**config.mk**
```make
export PLATFORM = sky130hd
export DESIGN_NAME = icrb_bank
export DESIGN_NICKNAME = d
export VERILOG_FILES = /design/src/icrb_pkg.sv /design/src/icrb_bank.sv
export SDC_FILE = /design/constraint.sdc
export NUM_CORES = 1
export LEC_CHECK = 0
export BUFFER_PORTS_ARGS = -buffer_cell sky130_fd_sc_hd__buf_2
export CAP_MARGIN = 10
export CORE_MARGIN = 5
export CORE_UTILIZATION = 30
export DETAILED_ROUTE_END_ITERATION = 8
export PLACE_DENSITY_LB_ADDON = 0.1
export RECOVER_POWER = 100
export SLEW_MARGIN = 20
export SYNTH_ARGS = -nofsm -noshare
export SYNTH_HDL_FRONTEND = slang
export SYNTH_SLANG_ARGS = --single-unit
```
**constraint.sdc**
```tcl
create_clock -name clk_sys_in -period 2 [get_ports clk_sys_in]
set_input_delay 0.2 -clock clk_sys_in [delete_from_list [all_inputs] [get_ports clk_sys_in]]
set_output_delay 0.2 -clock clk_sys_in [all_outputs]
set_load 0.02 [all_outputs]
```
**src/icrb_pkg.sv**
```systemverilog
// icrb_pkg: constants and carrier types for the indexed configuration register bank.
// assumes a single core clock domain; all ports except the asynchronous reset are synchronous to it.
package icrb_pkg;

  // i/o port addresses
  localparam logic [15:0] ICRB_PORT_INDEX = 16'h0022;
  localparam logic [15:0] ICRB_PORT_DATA  = 16'h0023;

  // register indices
  localparam logic [7:0] ICRB_IDX_PERF    = 8'h20;
  localparam logic [7:0] ICRB_IDX_SMMACC  = 8'hC1;
  localparam logic [7:0] ICRB_IDX_CACHE   = 8'hC2;
  localparam logic [7:0] ICRB_IDX_MAP     = 8'hC3;
  localparam logic [7:0] ICRB_IDX_SMM_REGION_ADDRESS_HI = 8'hCD;
  localparam logic [7:0] ICRB_IDX_SMM_REGION_ADDRESS_MD = 8'hCE;
  localparam logic [7:0] ICRB_IDX_SMM_REGION_ADDRESS_LO = 8'hCF;
  localparam logic [7:0] ICRB_IDX_IORC    = 8'hE8;
  localparam logic [7:0] ICRB_IDX_PMR     = 8'hF0;
  localparam logic [7:0] ICRB_IDX_ID0     = 8'hFE;
  localparam logic [7:0] ICRB_IDX_ID1     = 8'hFF;
  localparam logic [7:0] ICRB_RANGE_LO    = 8'hC0;
  localparam logic [7:0] ICRB_RANGE_HI    = 8'hCF;

  // map-enable field
  localparam int          ICRB_EXTENDED_MAP_ENABLE_LSB  = 4;
  localparam logic [3:0]  ICRB_EXTENDED_MAP_ENABLE_OPEN = 4'h1;

  // writable-bit masks (reserved bits read zero) and the lock-protected map-control bit
  localparam logic [7:0] ICRB_MASK_PERF   = 8'h87;
  localparam logic [7:0] ICRB_MASK_SMMACC = 8'h0E;
  localparam logic [7:0] ICRB_MASK_CACHE  = 8'hDE;
  localparam logic [7:0] ICRB_MASK_IORC   = 8'h1F;
  localparam logic [7:0] ICRB_MASK_PMR    = 8'h07;
  localparam logic [7:0] ICRB_LOCKED_MAP  = 8'h02;

  // field positions
  localparam int ICRB_BIT_RSTK     = 0;
  localparam int ICRB_BIT_BTB      = 1;
  localparam int ICRB_BIT_LOOP     = 2;
  localparam int ICRB_BIT_SERIAL   = 7;
  localparam int ICRB_BIT_MGMT_EN  = 1;
  localparam int ICRB_BIT_MSPACE   = 2;
  localparam int ICRB_BIT_MAINRED  = 3;
  localparam int ICRB_BIT_WB_EN    = 1;
  localparam int ICRB_BIT_NWLOCK   = 2;
  localparam int ICRB_BIT_SUSPHALT = 3;
  localparam int ICRB_BIT_LOWWT    = 4;
  localparam int ICRB_BIT_BURSTWR  = 6;
  localparam int ICRB_BIT_SUSPEND_REQUEST_INPUT_EN  = 7;
  localparam int ICRB_BIT_LOCK     = 0;
  localparam int ICRB_BIT_NMI      = 1;
  localparam int ICRB_BIT_LINBURST = 2;
  localparam int ICRB_BIT_PINDEF   = 3;

  // reset values
  localparam logic [7:0] ICRB_RST_ZERO = 8'h00;
  localparam logic [7:0] ICRB_RST_IORC = 8'h05;
  localparam logic [7:0] ICRB_RST_PMR  = 8'h01;

  // i/o cycle request from the core
  typedef struct packed {
    logic        valid;
    logic        write;
    logic [15:0] port;
    logic [7:0]  wdata;
  } icrb_io_req_t;

  // decoded control outputs
  typedef struct packed {
    logic return_predict_enable;
    logic branch_predict_enable;
    logic loop_keep_prefetch;
    logic access_serialize;
    logic mgmt_pins_enable;
    logic mgmt_space_access;
    logic main_space_redirect;
    logic writeback_pins_enable;
    logic nowrite_bit_lock;
    logic suspend_after_halt;
    logic low_region_writethrough;
    logic burst_write_enable;
    logic suspend_pins_enable;
    logic mgmt_register_lock;
    logic nmi_in_mgmt_enable;
    logic linear_burst_order;
    logic mgmt_pin_definition;
  } icrb_ctrl_t;

endpackage

```
**src/icrb_bank.sv**
```systemverilog
// icrb_bank: indexed configuration register bank reached through i/o ports 22h/23h.
// assumes the core presents one i/o cycle per valid pulse and takes claim/rdata next cycle.
// Notes on behaviour
// - index written to port 22h selects a register; port 23h moves its data
// - only first port 23h access after an index write is claimed; later ones go external
// - indices outside C0h-CFh and FEh-FFh go external unless map-enable opens them
// - map-enable 0001 also claims indices 20h, E8h and F0h
// - map-enable bits 7-4; 1h opens 20h, E8h and F0h and traps port 22h; 0h only base set
// - perf bit0 return prediction, bit1 branch prediction, bit2 keep prefetch on jump
// - perf bit7 serialises memory accesses; 640K-1M region always in order
// - smm access bit1 enables management interrupt pin and strobe, else ignored/floating
// - smm access bit2 sends smm-space accesses external with strobe, interrupt ignored
// - smm access bit3 redirects handler data accesses to main memory
// - reset clears smm access bits 1-3; other bits reserved
// - cache bit1 enables write-back pins; clear ignores inputs and floats outputs
// - cache bit1 must precede no-write bit; cache bit2 blocks no-write changes
// - cache bit3 suspends after halt; bit7 enables suspend request and acknowledge pins
// - cache bit4 makes cache-hit writes in 640K-1M also go to the external bus
// - cache bit6 allows 16-byte burst write-back cycles
// - reset clears cache bits 1-4, 6 and 7; bits 0 and 5 reserved
// - lock bit blocks non-handler writes to smm bits; only reset clears it
// - map control bit1 lets nmi be recognised in management mode
// - map control bit2 picks linear burst order, else interleaved order
// - map control bit3 picks alternate management pin definition
`timescale 1ns/1ns
module icrb_bank
  import icrb_pkg::*;
#(
  parameter logic [7:0] DEVICE_ID_VALUE = 8'h5A, // arbitrary identity value
  parameter logic [7:0] STEPPING_VALUE  = 8'h11  // arbitrary stepping/revision value
) (
  // clock and reset
  input  wire logic         clk_sys_in,
  input  wire logic         rst_n_in,
  // i/o cycle from the core
  input  wire icrb_io_req_t io_req_in,
  input  wire logic         in_mgmt_handler_in,
  // core-side requests to gate
  input  wire logic         nowrite_change_req_in,
  input  wire logic         nowrite_value_in,
  input  wire logic         mgmt_interrupt_pin_in,
  input  wire logic         invalidate_input_in,
  input  wire logic         warm_reset_input_in,
  input  wire logic         suspend_request_input_in,
  // answers to the core
  output logic              claim_out,
  output logic              external_out,
  output logic [7:0]        rdata_out,
  output icrb_ctrl_t        ctrl_out,
  output logic [3:0]        extended_map_enable_out,
  output logic [7:0]        smm_region_address_out [3],
  output logic [7:0]        io_recovery_control_out,
  output logic [7:0]        power_clock_control_out,
  // gated pin qualifiers
  output logic              cache_nowrite_bit_out,
  output logic              mgmt_interrupt_seen_out,
  output logic              mgmt_pin_oe_out,
  output logic              writeback_in_seen_out,
  output logic              writeback_pin_oe_out,
  output logic              suspend_request_seen_out,
  output logic              suspend_ack_oe_out
);

  logic [7:0] index_sel;
  logic       index_fresh;
  logic [7:0] perf_feature_control;
  logic [7:0] smm_access_control;
  logic [7:0] cache_suspend_control;
  logic [7:0] smm_map_control;
  logic [7:0] smm_region_address [3];
  logic [7:0] io_recovery_control;
  logic [7:0] power_clock_control;
  logic       cache_nowrite_bit;

  logic       is_index_port;
  logic       is_data_port;
  logic       map_open;
  logic       base_hit;
  logic       ext_hit;
  logic       reg_hit;
  logic       data_claim;
  logic       index_claim;
  logic       smm_wr_ok;
  logic       wr_go;
  logic [7:0] next_rdata;

  assign is_index_port = io_req_in.valid && io_req_in.port == ICRB_PORT_INDEX;
  assign is_data_port  = io_req_in.valid && io_req_in.port == ICRB_PORT_DATA;
  assign map_open = smm_map_control[ICRB_EXTENDED_MAP_ENABLE_LSB +: 4] == ICRB_EXTENDED_MAP_ENABLE_OPEN;
  // base set is always reachable; extended set only while the map is open
  assign base_hit = (index_sel >= ICRB_RANGE_LO && index_sel <= ICRB_RANGE_HI)
                    || index_sel == ICRB_IDX_ID0 || index_sel == ICRB_IDX_ID1;
  assign ext_hit  = map_open && (index_sel == ICRB_IDX_PERF || index_sel == ICRB_IDX_IORC
                    || index_sel == ICRB_IDX_PMR);
  assign reg_hit  = base_hit || ext_hit;
  // a data access is ours only once per index write
  assign data_claim  = is_data_port && index_fresh && reg_hit;
  // index port writes are always latched, but the port is only trapped while the map is open
  assign index_claim = is_index_port && map_open;
  assign wr_go       = data_claim && io_req_in.write;
  // lock shields smm bits except inside the handler
  assign smm_wr_ok = !smm_map_control[ICRB_BIT_LOCK] || in_mgmt_handler_in;

  // index capture and one-shot data window
  always_ff @(posedge clk_sys_in or negedge rst_n_in) begin
    if (!rst_n_in) begin
      index_sel   <= ICRB_RST_ZERO;
      index_fresh <= 1'b0;
    end else if (is_index_port && io_req_in.write) begin
      index_sel   <= io_req_in.wdata;
      index_fresh <= 1'b1;
    end else if (is_data_port) begin
      index_fresh <= 1'b0; // any port 23h access spends the index
    end
  end

  // performance, recovery and clock registers (extended set)
  always_ff @(posedge clk_sys_in or negedge rst_n_in) begin
    if (!rst_n_in) begin
      perf_feature_control <= ICRB_RST_ZERO;
      io_recovery_control  <= ICRB_RST_IORC;
      power_clock_control  <= ICRB_RST_PMR;
    end else if (wr_go) begin
      if (index_sel == ICRB_IDX_PERF) begin
        perf_feature_control <= io_req_in.wdata & ICRB_MASK_PERF;
      end else if (index_sel == ICRB_IDX_IORC) begin
        io_recovery_control <= io_req_in.wdata & ICRB_MASK_IORC;
      end else if (index_sel == ICRB_IDX_PMR) begin
        power_clock_control <= io_req_in.wdata & ICRB_MASK_PMR;
      end
    end
  end

  // smm access control, lock-protected
  always_ff @(posedge clk_sys_in or negedge rst_n_in) begin
    if (!rst_n_in) begin
      smm_access_control <= ICRB_RST_ZERO;
    end else if (wr_go && index_sel == ICRB_IDX_SMMACC && smm_wr_ok) begin
      smm_access_control <= io_req_in.wdata & ICRB_MASK_SMMACC;
    end
  end

  // cache and suspend control
  always_ff @(posedge clk_sys_in or negedge rst_n_in) begin
    if (!rst_n_in) begin
      cache_suspend_control <= ICRB_RST_ZERO;
    end else if (wr_go && index_sel == ICRB_IDX_CACHE) begin
      cache_suspend_control <= io_req_in.wdata & ICRB_MASK_CACHE;
    end
  end

  // map control: lock bit is sticky until reset, nmi bit lock-protected
  always_ff @(posedge clk_sys_in or negedge rst_n_in) begin
    if (!rst_n_in) begin
      smm_map_control <= ICRB_RST_ZERO;
    end else if (wr_go && index_sel == ICRB_IDX_MAP) begin
      smm_map_control <= smm_wr_ok ? io_req_in.wdata
                       : ((io_req_in.wdata & ~ICRB_LOCKED_MAP)
                          | (smm_map_control & ICRB_LOCKED_MAP));
      if (smm_map_control[ICRB_BIT_LOCK]) begin
        smm_map_control[ICRB_BIT_LOCK] <= 1'b1; // only reset clears the lock
      end
    end
  end

  // smm region address bytes, lock-protected
  always_ff @(posedge clk_sys_in or negedge rst_n_in) begin
    if (!rst_n_in) begin
      smm_region_address[0] <= ICRB_RST_ZERO;
      smm_region_address[1] <= ICRB_RST_ZERO;
      smm_region_address[2] <= ICRB_RST_ZERO;
    end else if (wr_go && smm_wr_ok) begin
      if (index_sel == ICRB_IDX_SMM_REGION_ADDRESS_HI) begin
        smm_region_address[0] <= io_req_in.wdata;
      end else if (index_sel == ICRB_IDX_SMM_REGION_ADDRESS_MD) begin
        smm_region_address[1] <= io_req_in.wdata;
      end else if (index_sel == ICRB_IDX_SMM_REGION_ADDRESS_LO) begin
        smm_region_address[2] <= io_req_in.wdata;
      end
    end
  end

  // no-write bit of the core control register, frozen while locked
  always_ff @(posedge clk_sys_in or negedge rst_n_in) begin
    if (!rst_n_in) begin
      cache_nowrite_bit <= 1'b0;
    end else if (nowrite_change_req_in && !cache_suspend_control[ICRB_BIT_NWLOCK]) begin
      cache_nowrite_bit <= nowrite_value_in;
    end
  end

  // read mux; unmapped base-range indices read zero
  always_comb begin
    next_rdata = ICRB_RST_ZERO;
    if (index_sel == ICRB_IDX_PERF) begin
      next_rdata = perf_feature_control;
    end else if (index_sel == ICRB_IDX_SMMACC) begin
      next_rdata = smm_access_control;
    end else if (index_sel == ICRB_IDX_CACHE) begin
      next_rdata = cache_suspend_control;
    end else if (index_sel == ICRB_IDX_MAP) begin
      next_rdata = smm_map_control;
    end else if (index_sel == ICRB_IDX_SMM_REGION_ADDRESS_HI) begin
      next_rdata = smm_region_address[0];
    end else if (index_sel == ICRB_IDX_SMM_REGION_ADDRESS_MD) begin
      next_rdata = smm_region_address[1];
    end else if (index_sel == ICRB_IDX_SMM_REGION_ADDRESS_LO) begin
      next_rdata = smm_region_address[2];
    end else if (index_sel == ICRB_IDX_IORC) begin
      next_rdata = io_recovery_control;
    end else if (index_sel == ICRB_IDX_PMR) begin
      next_rdata = power_clock_control;
    end else if (index_sel == ICRB_IDX_ID0) begin
      next_rdata = DEVICE_ID_VALUE;
    end else if (index_sel == ICRB_IDX_ID1) begin
      next_rdata = STEPPING_VALUE;
    end
  end

  // cycle answer, one cycle after the request
  always_ff @(posedge clk_sys_in or negedge rst_n_in) begin
    if (!rst_n_in) begin
      claim_out    <= 1'b0;
      external_out <= 1'b0;
      rdata_out    <= ICRB_RST_ZERO;
    end else begin
      claim_out    <= data_claim || index_claim;
      // non-claimed port 22h/23h cycles go to the external bus
      external_out <= (is_data_port && !data_claim) || (is_index_port && !map_open);
      rdata_out    <= (data_claim && !io_req_in.write) ? next_rdata : ICRB_RST_ZERO;
    end
  end

  // registered control and pin qualifiers; registered for clean timing
  always_ff @(posedge clk_sys_in or negedge rst_n_in) begin
    if (!rst_n_in) begin
      ctrl_out                 <= '0;
      extended_map_enable_out  <= 4'h0;
      smm_region_address_out   <= '{default: ICRB_RST_ZERO};
      io_recovery_control_out  <= ICRB_RST_IORC;
      power_clock_control_out  <= ICRB_RST_PMR;
      cache_nowrite_bit_out    <= 1'b0;
      mgmt_interrupt_seen_out  <= 1'b0;
      mgmt_pin_oe_out          <= 1'b0;
      writeback_in_seen_out    <= 1'b0;
      writeback_pin_oe_out     <= 1'b0;
      suspend_request_seen_out <= 1'b0;
      suspend_ack_oe_out       <= 1'b0;
    end else begin
      ctrl_out.return_predict_enable   <= perf_feature_control[ICRB_BIT_RSTK];
      ctrl_out.branch_predict_enable   <= perf_feature_control[ICRB_BIT_BTB];
      ctrl_out.loop_keep_prefetch      <= perf_feature_control[ICRB_BIT_LOOP];
      ctrl_out.access_serialize        <= perf_feature_control[ICRB_BIT_SERIAL];
      ctrl_out.mgmt_pins_enable        <= smm_access_control[ICRB_BIT_MGMT_EN];
      ctrl_out.mgmt_space_access       <= smm_access_control[ICRB_BIT_MSPACE];
      ctrl_out.main_space_redirect     <= smm_access_control[ICRB_BIT_MAINRED];
      ctrl_out.writeback_pins_enable   <= cache_suspend_control[ICRB_BIT_WB_EN];
      ctrl_out.nowrite_bit_lock        <= cache_suspend_control[ICRB_BIT_NWLOCK];
      ctrl_out.suspend_after_halt      <= cache_suspend_control[ICRB_BIT_SUSPHALT];
      ctrl_out.low_region_writethrough <= cache_suspend_control[ICRB_BIT_LOWWT];
      ctrl_out.burst_write_enable      <= cache_suspend_control[ICRB_BIT_BURSTWR];
      ctrl_out.suspend_pins_enable     <= cache_suspend_control[ICRB_BIT_SUSPEND_REQUEST_INPUT_EN];
      ctrl_out.mgmt_register_lock      <= smm_map_control[ICRB_BIT_LOCK];
      ctrl_out.nmi_in_mgmt_enable      <= smm_map_control[ICRB_BIT_NMI];
      ctrl_out.linear_burst_order      <= smm_map_control[ICRB_BIT_LINBURST];
      ctrl_out.mgmt_pin_definition     <= smm_map_control[ICRB_BIT_PINDEF];
      extended_map_enable_out  <= smm_map_control[ICRB_EXTENDED_MAP_ENABLE_LSB +: 4];
      smm_region_address_out   <= smm_region_address;
      io_recovery_control_out  <= io_recovery_control;
      power_clock_control_out  <= power_clock_control;
      cache_nowrite_bit_out    <= cache_nowrite_bit;
      // interrupt input ignored when pins disabled or smm space forced external
      mgmt_interrupt_seen_out  <= mgmt_interrupt_pin_in
                                  && smm_access_control[ICRB_BIT_MGMT_EN]
                                  && !smm_access_control[ICRB_BIT_MSPACE];
      mgmt_pin_oe_out          <= smm_access_control[ICRB_BIT_MGMT_EN];
      writeback_in_seen_out    <= (invalidate_input_in || warm_reset_input_in)
                                  && cache_suspend_control[ICRB_BIT_WB_EN];
      writeback_pin_oe_out     <= cache_suspend_control[ICRB_BIT_WB_EN];
      suspend_request_seen_out <= suspend_request_input_in
                                  && cache_suspend_control[ICRB_BIT_SUSPEND_REQUEST_INPUT_EN];
      suspend_ack_oe_out       <= cache_suspend_control[ICRB_BIT_SUSPEND_REQUEST_INPUT_EN];
    end
  end

endmodule

```
After elaboration in Yosys (flattened, before gate mapping)
Cells that the tools add are included.
- register bits after elaboration: 130
- bits of input ports: 35
- output and inout bits: 78
- word-level logic and storage cells: 123
- order comparisons: 2
- equal/unequal tests: 14
- muxes and demuxes: 16
- bitwise logic cells: 5
- reductions and logical operators: 44
- operators by type and width (kind ; count):
    $eq A8 B8 Y1 const B ; 10
    $mux W8 ; 9
    $eq A16 B6 Y1 const B ; 2
    $logic_and A1 B1 Y1 ; 22
    $mux W7 ; 3
    $logic_or A1 B1 Y1 ; 9
    $eq A8 B6 Y1 const B ; 1
    $ge A8 B8 Y1 const B ; 1
    $le A8 B8 Y1 const B ; 1
    $or A8 B2 Y8 ; 1
    $reduce_and A4 Y1 ; 2
    $logic_not A1 Y1 ; 6
    $reduce_and A3 Y1 ; 2
    $mux W5 ; 1
    $eq A4 B1 Y1 const B ; 1
    $not A1 Y1 ; 4
    $reduce_and A2 Y1 ; 2
    $mux W1 ; 3
    $reduce_bool A2 Y1 ; 1

Longest topological paths before layout
Gate-level depths: netlist (run 1).
- word-level depth: 13
- depth in mapped cells: 7
- depth with buffers taken out: 5

Worst setup path before layout (run 1)
Ideal clock, no wire load.
- path kind: input to register
- from: input port io_req_in[10] in the netlist's numbering
- to: register smm_region_address[16] in the netlist's numbering
- library setup time: 0.125 ns
- data arrival time: 2.148 ns
- data required time: 1.875 ns
- slack: -0.273 ns
- cell stages on the path: 5
- buffers on the path: 0
- path through: or4_1 -> nor4_4 -> o2111ai_4 -> nor4b_4 -> mux2_2
- word-level cells in the longest chain between the ends: 7
- RTL lines (item ; RTL line ; text):
    start: declaration ; icrb_bank.sv:36 ; input wire icrb_io_req_t io_req_in,
    $eq A16 B6 Y1 ; icrb_bank.sv:88 ; assign is_data_port = io_req_in.valid && io_req_in.port == ICRB_PORT_DATA;
    $logic_and A1 B1 Y1 ; icrb_bank.sv:88 ;
    $logic_and A1 B1 Y1 (2 in a row) ; icrb_bank.sv:97 ; assign data_claim = is_data_port && index_fresh && reg_hit;
    $logic_and A1 B1 Y1 ; icrb_bank.sv:100 ; assign wr_go = data_claim && io_req_in.write;
    $logic_and A1 B1 Y1 ; icrb_bank.sv:172 ; end else if (wr_go && smm_wr_ok) begin
    $reduce_and A2 Y1 (no line) ; -- ;
    end: declaration ; icrb_bank.sv:70 ; logic [7:0] smm_region_address [3];
Every way passes these cells.
A chain may end at the register's enable or synchronous reset.

==> results of run 1 <==
## power groups by stage
stage | Combinational [uW] | Sequential, uW | Clock, uW
floorplan | 39.2 | 2690 | 0
global placement | 145 | 2680 | 0
detailed placement | 148 | 2680 | 0
CTS | 156 | 2640 | 3360
global route | 169 | 2640 | 3460
finish | 148 | 2640 | 3280
## how the worst max path moves through the flow
stage	end	slack [ns]
CTS	rdata_out[1]$_DFF_PN0_	-0.08
detailed placement	smm_region_address[2]$_DFFE_PN0P_	-0.40
finish	io_recovery_control[1]$_DFFE_PN0P_	-0.15
global placement	smm_region_address[23]$_DFFE_PN0P_	-0.37
floorplan	smm_region_address[16]$_DFFE_PN0P_	-0.25
global route	rdata_out[1]$_DFF_PN0_	-0.21
## logic make-up after synthesis
| logic type | after synthesis | share of synthesized area [%] |
|---|---|---|
| and+or+nand+nor | 107 | 11.7 |
| muxes | 64 | 13.8 |
| buffers and inverters | 31 | 3.12 |
| DFF | 130 | 62.6 |
| xor gates and xnor gates | 1 | 0.168 |
| other | 1 | 0.0720 |
| AOI/OAI and AO/OA | 57 | 8.51 |
## synth_stat cells, types with 4 or more instances
| cell | count | area (sq um) |
|---|---|---|
| nand3_1 | 11 | 55.1 |
| buf_4 | 11 | 82.6 |
| or4_1 | 4 | 30.0 |
| and2_1 | 5 | 31.3 |
| o22ai_1 | 6 | 37.5 |
| o21ai_0 | 5 | 25.0 |
| clkbuf_1 | 11 | 41.3 |
| dfstp_2 | 6 | 158 |
| nor2b_1 | 6 | 37.5 |
| a21oi_1 | 6 | 30.0 |
| dfrtp_1 | 124 | 3100 |
| nor2_1 | 20 | 75.1 |
| nor3_1 | 4 | 20.0 |
| a22oi_1 | 6 | 45.0 |
| nand2_1 | 28 | 105 |
| nor4_1 | 6 | 37.5 |
| mux2_2 | 64 | 721 |
## through the flow
stage | cell area [sq um] | setup WS, ns
6_report | 7450 | -0.149
5_1_grt | 7450 | -0.209
4_1_cts | 7310 | -0.0811
3_5_place_dp | 6480 | -0.399
3_3_place_gp | 6480 | -0.370
2_1_floorplan | 5270 | -0.253
## layout by cell type (no fill, tap or decap), drive strengths merged, types with 4 or more instances in the layout
master / count
dfrtp: 124
dlygate4sd3: 6
o21ai: 5
nor3: 6
dfstp: 6
a21oi: 6
a22oi: 6
or4: 4
and2: 5
bufinv: 4
clkbuf: 99
nor4: 7
nand2: 28
nor2b: 6
buf: 108
nor2: 20
conb: 8
mux2: 64
nand3: 11
o22ai: 6
## state kept, by name, summed over array words and instances, names as in the netlist, 6 cells and up
signal / count
smm_map_control: 8
index_sel: 8
rdata_out: 8
cache_suspend_control: 6
smm_region_address_out: 24
smm_region_address: 24
ctrl_out: 14
## what timing repair did
item | CTS | global route
pin swaps | 6 | 8
hold buffers | 6 | 0
endpoints found under the hold margin | 128 | 0
setup endpoints to repair | 55 | 58
setup buffers | 4 | 5
resized for setup | 28 | 47
## cell type report
type / count / area [sq um]
Clock buffer: 23 / 478
Clock inverter: 9 / 153
Fill cell: 1687 / 9730
Inverter: 2 / 7.51
Multi-Input combinational cell: 237 / 2140
Sequential cell: 130 / 3260
Tap cell: 225 / 282
Timing Repair Buffer: 190 / 1120
## routing by layer
layer / GRT usage [%] / wire length, um
met2: 25.3 / 7450
met1: 20.9 / 6820
met5: 0 / 0
met4: 7.32 / 352
met3: 3.30 / 858
==> key figures, run 1 <==
Outcome
  – Outcome: finished, violations left
  – Failing checks: negative setup slack

Finish
  – Layout cells sized above 1: 42.1%
  – Post-layout utilization of the core: 43.4%
  – Area growth from synthesis to layout: 43.0%
  – Ant diodes: 0
  – Fin cells: 816
  – Net count reported at finish: 613

Critical path
  – Crit Path Max Fanout: 6
  – Kind of cell adding the most delay to the critical path: compound AO/OA/AOI/OAI gates
  – Setup CP Type: register to register
  – CP Depth: 8
  – CP Launch Point: index_sel[6]$_DFFE_PN0P_
  – Slowest CP cell: dfrtp_2
  – WP data arrival: 2.45 ns
  – Critical R2R Launch: index_sel[6]$_DFFE_PN0P_
  – Crit. End Element: register
  – CP Cell Sequence: buf_4 -> buf_4 -> and3_1 -> o2111a_1 -> a211o_4 -> buf_6 -> nand3_4 -> mux2_4
  – Worst path required time: 2.30 ns
  – Reg-to-Reg End: io_recovery_control[1]$_DFFE_PN0P_
  – CP Buf/Inv Count: 3
  – Worst path max stage delay: 0.41 ns
  – Cells on worst reg2reg path: 8
  – Cell repeated most along the worst path: buf_4
  – Reg2Reg Setup Slack: -0.15 ns
  – Critical Path Start Type: register

Logic synthesis
  – Synth Area per Inst: 13.3 sq um
  – Post-Syn Area: 0.00521 sq mm
  – Main synth FF type: dfrtp_1
  – Yosys warnings: 0
  – Post-synthesis cell type count: 59
  – Mapped Cells: 391
  – Seq/Total Area, Yosys: 62.6%
  – Number of synthesized flops with an enable pin: 0
  – #FFs+latches synth: 130
  – Post-synthesis async set-or-reset flop share: 100%

STA
  – RSZ-0062 raised after global routing: yes
  – Slew Limit Headroom: 23.7%
  – Hold Fails Final Rpt: 0
  – Pins Over Slew Limit: 0
  – Final setup vio count: 12
  – Clock skew: 0.00643 ns
  – Fmax: 465 MHz
  – WHS: 0.112 ns
  – Final period util: 107%
  – Worst-Margin Slew: 1.14 ns
  – Crit path time final: 2.15 ns
  – Fin worst setup slack: -0.149 ns
  – Setup TNS Final: -1.37 ns

Min path
  – Hold Path Stages: 2
  – Hold Crit Start: io_req_in[5]
  – Worst min-delay path endpoint: smm_region_address[21]$_DFFE_PN0P_
  – Hold WC Path Type: input port to register

Pwr
  – Seq pwr share: 43.5%
  – Sw Ratio: 20.0%
  – Internal Power: 4860 uW
  – Clk pwr share: 54.1%
  – Pwr Density: 815 mW/mm^2
  – Total power: 6070 uW
  – Leak Pwr: 0.00348 uW
  – Max IR drop VDD: 0.578 mV
  – Net Sw Power: 1210 uW
  – Combinational share of power: 2.4%

Clock tree
  – Root Buffer: clkbuf_16
  – Total CTS buffers: 17
  – CTS tree: built
  – Maximum clock path buffer count: 2
  – CTS H-tree depth: 4
  – Worst skew pair latency: 0.42 ns
  – CTS Sinks: 130
  – Reg clk slew, reported paths: 0.06 ns

Drt
  – Via density per instance: 4.75
  – Via count: 3874
  – First-pass iteration count of the detailed router: 4
  – Routed Wire Length: 15500 um
  – Iteration-0 DRC Markers: 183
  – Antenna viol nets, final: 0
  – Residual DRC: 0
  – Wire per inst: 19.0 um

Floorplanning
  – Die extent in y: 142 um
  – Chip width: 142 um
  – CORE AREA: 0.0172 sq mm
  – Starting Density: 30.3%
  – Core Rows: 48
  – Die area: 0.0201 sq mm
  – Io pins: 113

Run
  – Maxcap violations: 0

Global routing
  – Initial antenna violation count: 0
  – Vias in the first global route: 4216
  – Overflow left after global routing: 0
  – Pin count of the biggest net entering global routing: 131
  – First-pass GRT wire length: 24100 um
  – Overall Global Routing Usage: 15.9%

Placement
  – RePlAce Congestion: 0.867
  – PortBufs: 104
  – Dpl cells: 770
  – Post-DP HPWL: 11200 um
Note: power is estimated with default switching activity, not from simulation.
==> inputs of run 2 (changes only) <==
--- a/config.mk
+++ b/config.mk
@@ -5,10 +5,12 @@
 export SDC_FILE = /design/constraint.sdc
 export NUM_CORES = 1
 export LEC_CHECK = 0
+export ABC_CLOCK_PERIOD_IN_PS = 2000
 export BUFFER_PORTS_ARGS = -buffer_cell sky130_fd_sc_hd__buf_2
 export CAP_MARGIN = 10
 export CORE_MARGIN = 5
 export CORE_UTILIZATION = 30
+export CTS_BUF_LIST = sky130_fd_sc_hd__clkbuf_2
 export DETAILED_ROUTE_END_ITERATION = 8
 export PLACE_DENSITY_LB_ADDON = 0.1
 export RECOVER_POWER = 100
==> run 2 against run 1 <==
Against the previous run: the run ends with max-capacitance violations, max-slew violations, negative setup slack left; maximum frequency rose by 2.3%; via count up 2.3%; power decreased by 25%; critical path depth unchanged; clock-buffer cell count is 3 lower; die area did not move; utilization fell by 1.6 points; critical path type unchanged; largest cell class unchanged.
==> key figures, run 2 (same netlist as run 1, synthesis figures left out) <==
Drt
  – Antenna viol nets, final: 0 (unchanged)
  – Routed Wire Length: 15500 um (about the same)
  – First-pass iteration count of the detailed router: 4 (unchanged)
  – Residual DRC: 0 (unchanged)
  – Wire per inst: 18.6 um (-1.7%)
  – Via density per instance: 4.77 (+0.43%)
  – Iteration-0 DRC Markers: 163 (-11%)
  – Via count: 3962 (+2.3%)

Critical path
  – Critical Path Start Type: register
  – Crit. End Element: register
  – Critical R2R Launch: index_sel[4]$_DFFE_PN0P_
  – CP Launch Point: index_sel[4]$_DFFE_PN0P_
  – Reg-to-Reg End: smm_region_address[18]$_DFFE_PN0P_
  – Crit Path Max Fanout: 8 (+2)
  – Reg2Reg Setup Slack: -0.10 ns (+0.05 ns)
  – WP data arrival: 2.71 ns (+0.26 ns)
  – Setup CP Type: register to register
  – Cells on worst reg2reg path: 8 (unchanged)
  – Critical Path End: smm_region_address[18]$_DFFE_PN0P_
  – Worst path required time: 2.61 ns (+0.31 ns)

STA
  – Pins Over Slew Limit: 131 (+131)
  – Hold Fails Final Rpt: 0 (unchanged)
  – Clock skew: 0.0296 ns (+0.0231 ns)
  – Fin worst setup slack: -0.100 ns (+0.0492 ns)
  – WHS: 0.108 ns (-0.00418 ns)
  – Worst-Margin Slew: 1.74 ns (+0.596 ns)
  – Crit path time final: 2.10 ns (-0.0492 ns)
  – Slew Limit Headroom: -16.0% (-40 points)
  – RSZ-0062 raised after global routing: yes
  – Final setup vio count: 37 (+25)
  – Fmax: 476 MHz (+2.3%)
  – Final period util: 105% (-2.5 points)

Pwr
  – Leak Pwr: 0.00337 uW (-3.2%)
  – Total power: 4560 uW (-25%)
  – Clk pwr share: 38.6% (-16 points)
  – Combinational share of power: 3.6% (+1.2 points)
  – Net Sw Power: 1050 uW (-13%)
  – Seq pwr share: 57.8% (+14 points)
  – Pwr Density: 635 mW/mm^2 (-22%)
  – Internal Power: 3510 uW (-28%)
  – Max IR drop VDD: 0.317 mV (-45%)
  – Sw Ratio: 23.0% (+3.1 points)

Clock tree
  – Maximum clock path buffer count: 2 (unchanged)
  – CTS Sinks: 130 (unchanged)
  – CTS H-tree depth: 4 (unchanged)
  – CTS tree: built
  – Total CTS buffers: 17 (unchanged)
  – Reg clk slew, reported paths: 0.19 ns (+0.13 ns)
  – Root Buffer: clkbuf_2
  – Worst skew pair latency: 0.70 ns (+0.28 ns)

Placement
  – PortBufs: 104 (unchanged)
  – RePlAce Congestion: 0.867 (unchanged)
  – Post-DP HPWL: 11200 um (unchanged)

Finish
  – Net count reported at finish: 628 (+2.4%)
  – Most common cell after layout, fill and taps aside: dfrtp_1
  – Layout cells sized above 1: 41.4% (-0.71 points)
  – Commonest non-fill, non-tap cells in the layout: dfrtp_1 (120), clkbuf_1 (74), buf_4 (67), mux2_2 (55), buf_2 (33)
  – Top flop regs: smm_region_address x24, smm_region_address_out x24, ctrl_out x14
  – Post-layout utilization of the core: 41.8% (-1.6 points)
  – Area growth from synthesis to layout: 37.8%
  – Ant diodes: 0 (unchanged)

Floorplanning
  – CORE AREA: 0.0172 sq mm (unchanged)
  – Die area: 0.0201 sq mm (unchanged)
  – Die extent in y: 142 um (unchanged)
  – Chip width: 142 um (unchanged)
  – Io pins: 113 (unchanged)
  – Starting Density: 30.3% (unchanged)
  – Core Rows: 48 (unchanged)

Global routing
  – First-pass GRT wire length: 24200 um (+0.54%)
  – Overflow left after global routing: 0 (unchanged)
  – Vias in the first global route: 4315 (+2.3%)
  – Overall Global Routing Usage: 15.9% (about the same)
  – Initial antenna violation count: 0 (unchanged)
  – Pin count of the biggest net entering global routing: 131 (unchanged)

Outcome
  – Outcome: finished, violations left
  – Failing checks: max-capacitance violations, max-slew violations, negative setup slack

Min path
  – Hold WC Path Type: input port to register

Run
  – Maxcap violations: 1 (+1)
==> run 2: cell count changes in the layout (fill, tap and decap cells not counted), moves of 2 or more <==
cell           before  now
clkbuf_1           77   74
clkinv_1            0    3
nand3_4             4    2
mux2_4             19    9
dlygate4sd3_1       6   19
nand3_2             0    2
dfrtp_2             2    4
buf_4              65   67
clkbuf_16          17    0
dfrtp_1           122  120
mux2_2             45   55
clkbuf_8            3    0
clkbuf_2            1   20
==> run 2: timing repair <==
item / CTS / global route
hold buffers: 19 / 0
resized for setup: 31 / 36
endpoints found under the setup margin: 55 / 58
pin swaps: 8 / 9
setup buffers: 8 / 3
endpoints found under the hold margin: 205 / 0
==> run 2: how the worst min path moves through the flow <==
stage	from	end	slack [ns]	cells after the start
after floorplan	rst_n_in	cache_nowrite_bit$_DFFE_PN0P_	-0.1	0
after global placement	cache_nowrite_bit$_DFFE_PN0P_	cache_nowrite_bit_out$_DFF_PN0_	0.36	0
after detailed placement	rst_n_in	suspend_request_seen_out$_DFF_PN0_	0.37	2
after CTS	io_req_in[19]	claim_out$_DFF_PN0_	0.04	7
after global routing	io_req_in[19]	claim_out$_DFF_PN0_	0.08	7
final	io_req_in[19]	claim_out$_DFF_PN0_	0.11	7
==> run 2: cell type report <==
cell class                      count  area (sq um)
Clock buffer                       20           100
Clock inverter                     12           164
Fill cell                        1745         10000
Inverter                            2          7.51
Multi-Input combinational cell    237          2090
Sequential cell                   130          3270
Tap cell                          225           282
Timing Repair Buffer              205          1270
==> run 2: metrics by stage <==
step / TNS [ns] / cell area [sq um] / instances / setup WS (ns)
after floorplan: -4.80 / 5270 / 398 / -0.253
after global placement: -17.54 / 6480 / 770 / -0.370
after detailed placement: -18.14 / 6480 / 770 / -0.399
after CTS: -0.597 / 7130 / 829 / -0.117
after global routing: -5.12 / 7180 / 831 / -0.160
final: -1.25 / 7180 / 831 / -0.100
==> run 2: power by group through the flow <==
stage | sequential [uW] | combinational, uW | clock, uW
CTS | 2640 | 175 | 1840
finish | 2640 | 165 | 1760
global route | 2640 | 187 | 1920
global placement | 2680 | 145 | 0
floorplan | 2690 | 39.2 | 0
detailed placement | 2680 | 148 | 0
==> run 2: critical path, stage by stage (launching register included) <==
cell and delay, ns:
dfrtp_2 0.48, buf_4 0.16, nor4bb_4 0.26, buf_4 0.17, nand2_2 0.06, buf_6 0.15
nor4b_4 0.22, buf_6 0.19, mux2_2 0.34
==> run 2: routing by layer <==
layer  vias up  share of wire, %  GRT usage (%)  wire [um]
li1       1814                 -              -          -
met1      2009                45           20.6       6990
met2       114                48           25.7       7400
met3        25               4.9           3.47        757
met4         0               2.2           6.92        348
met5         -                 0              0          0
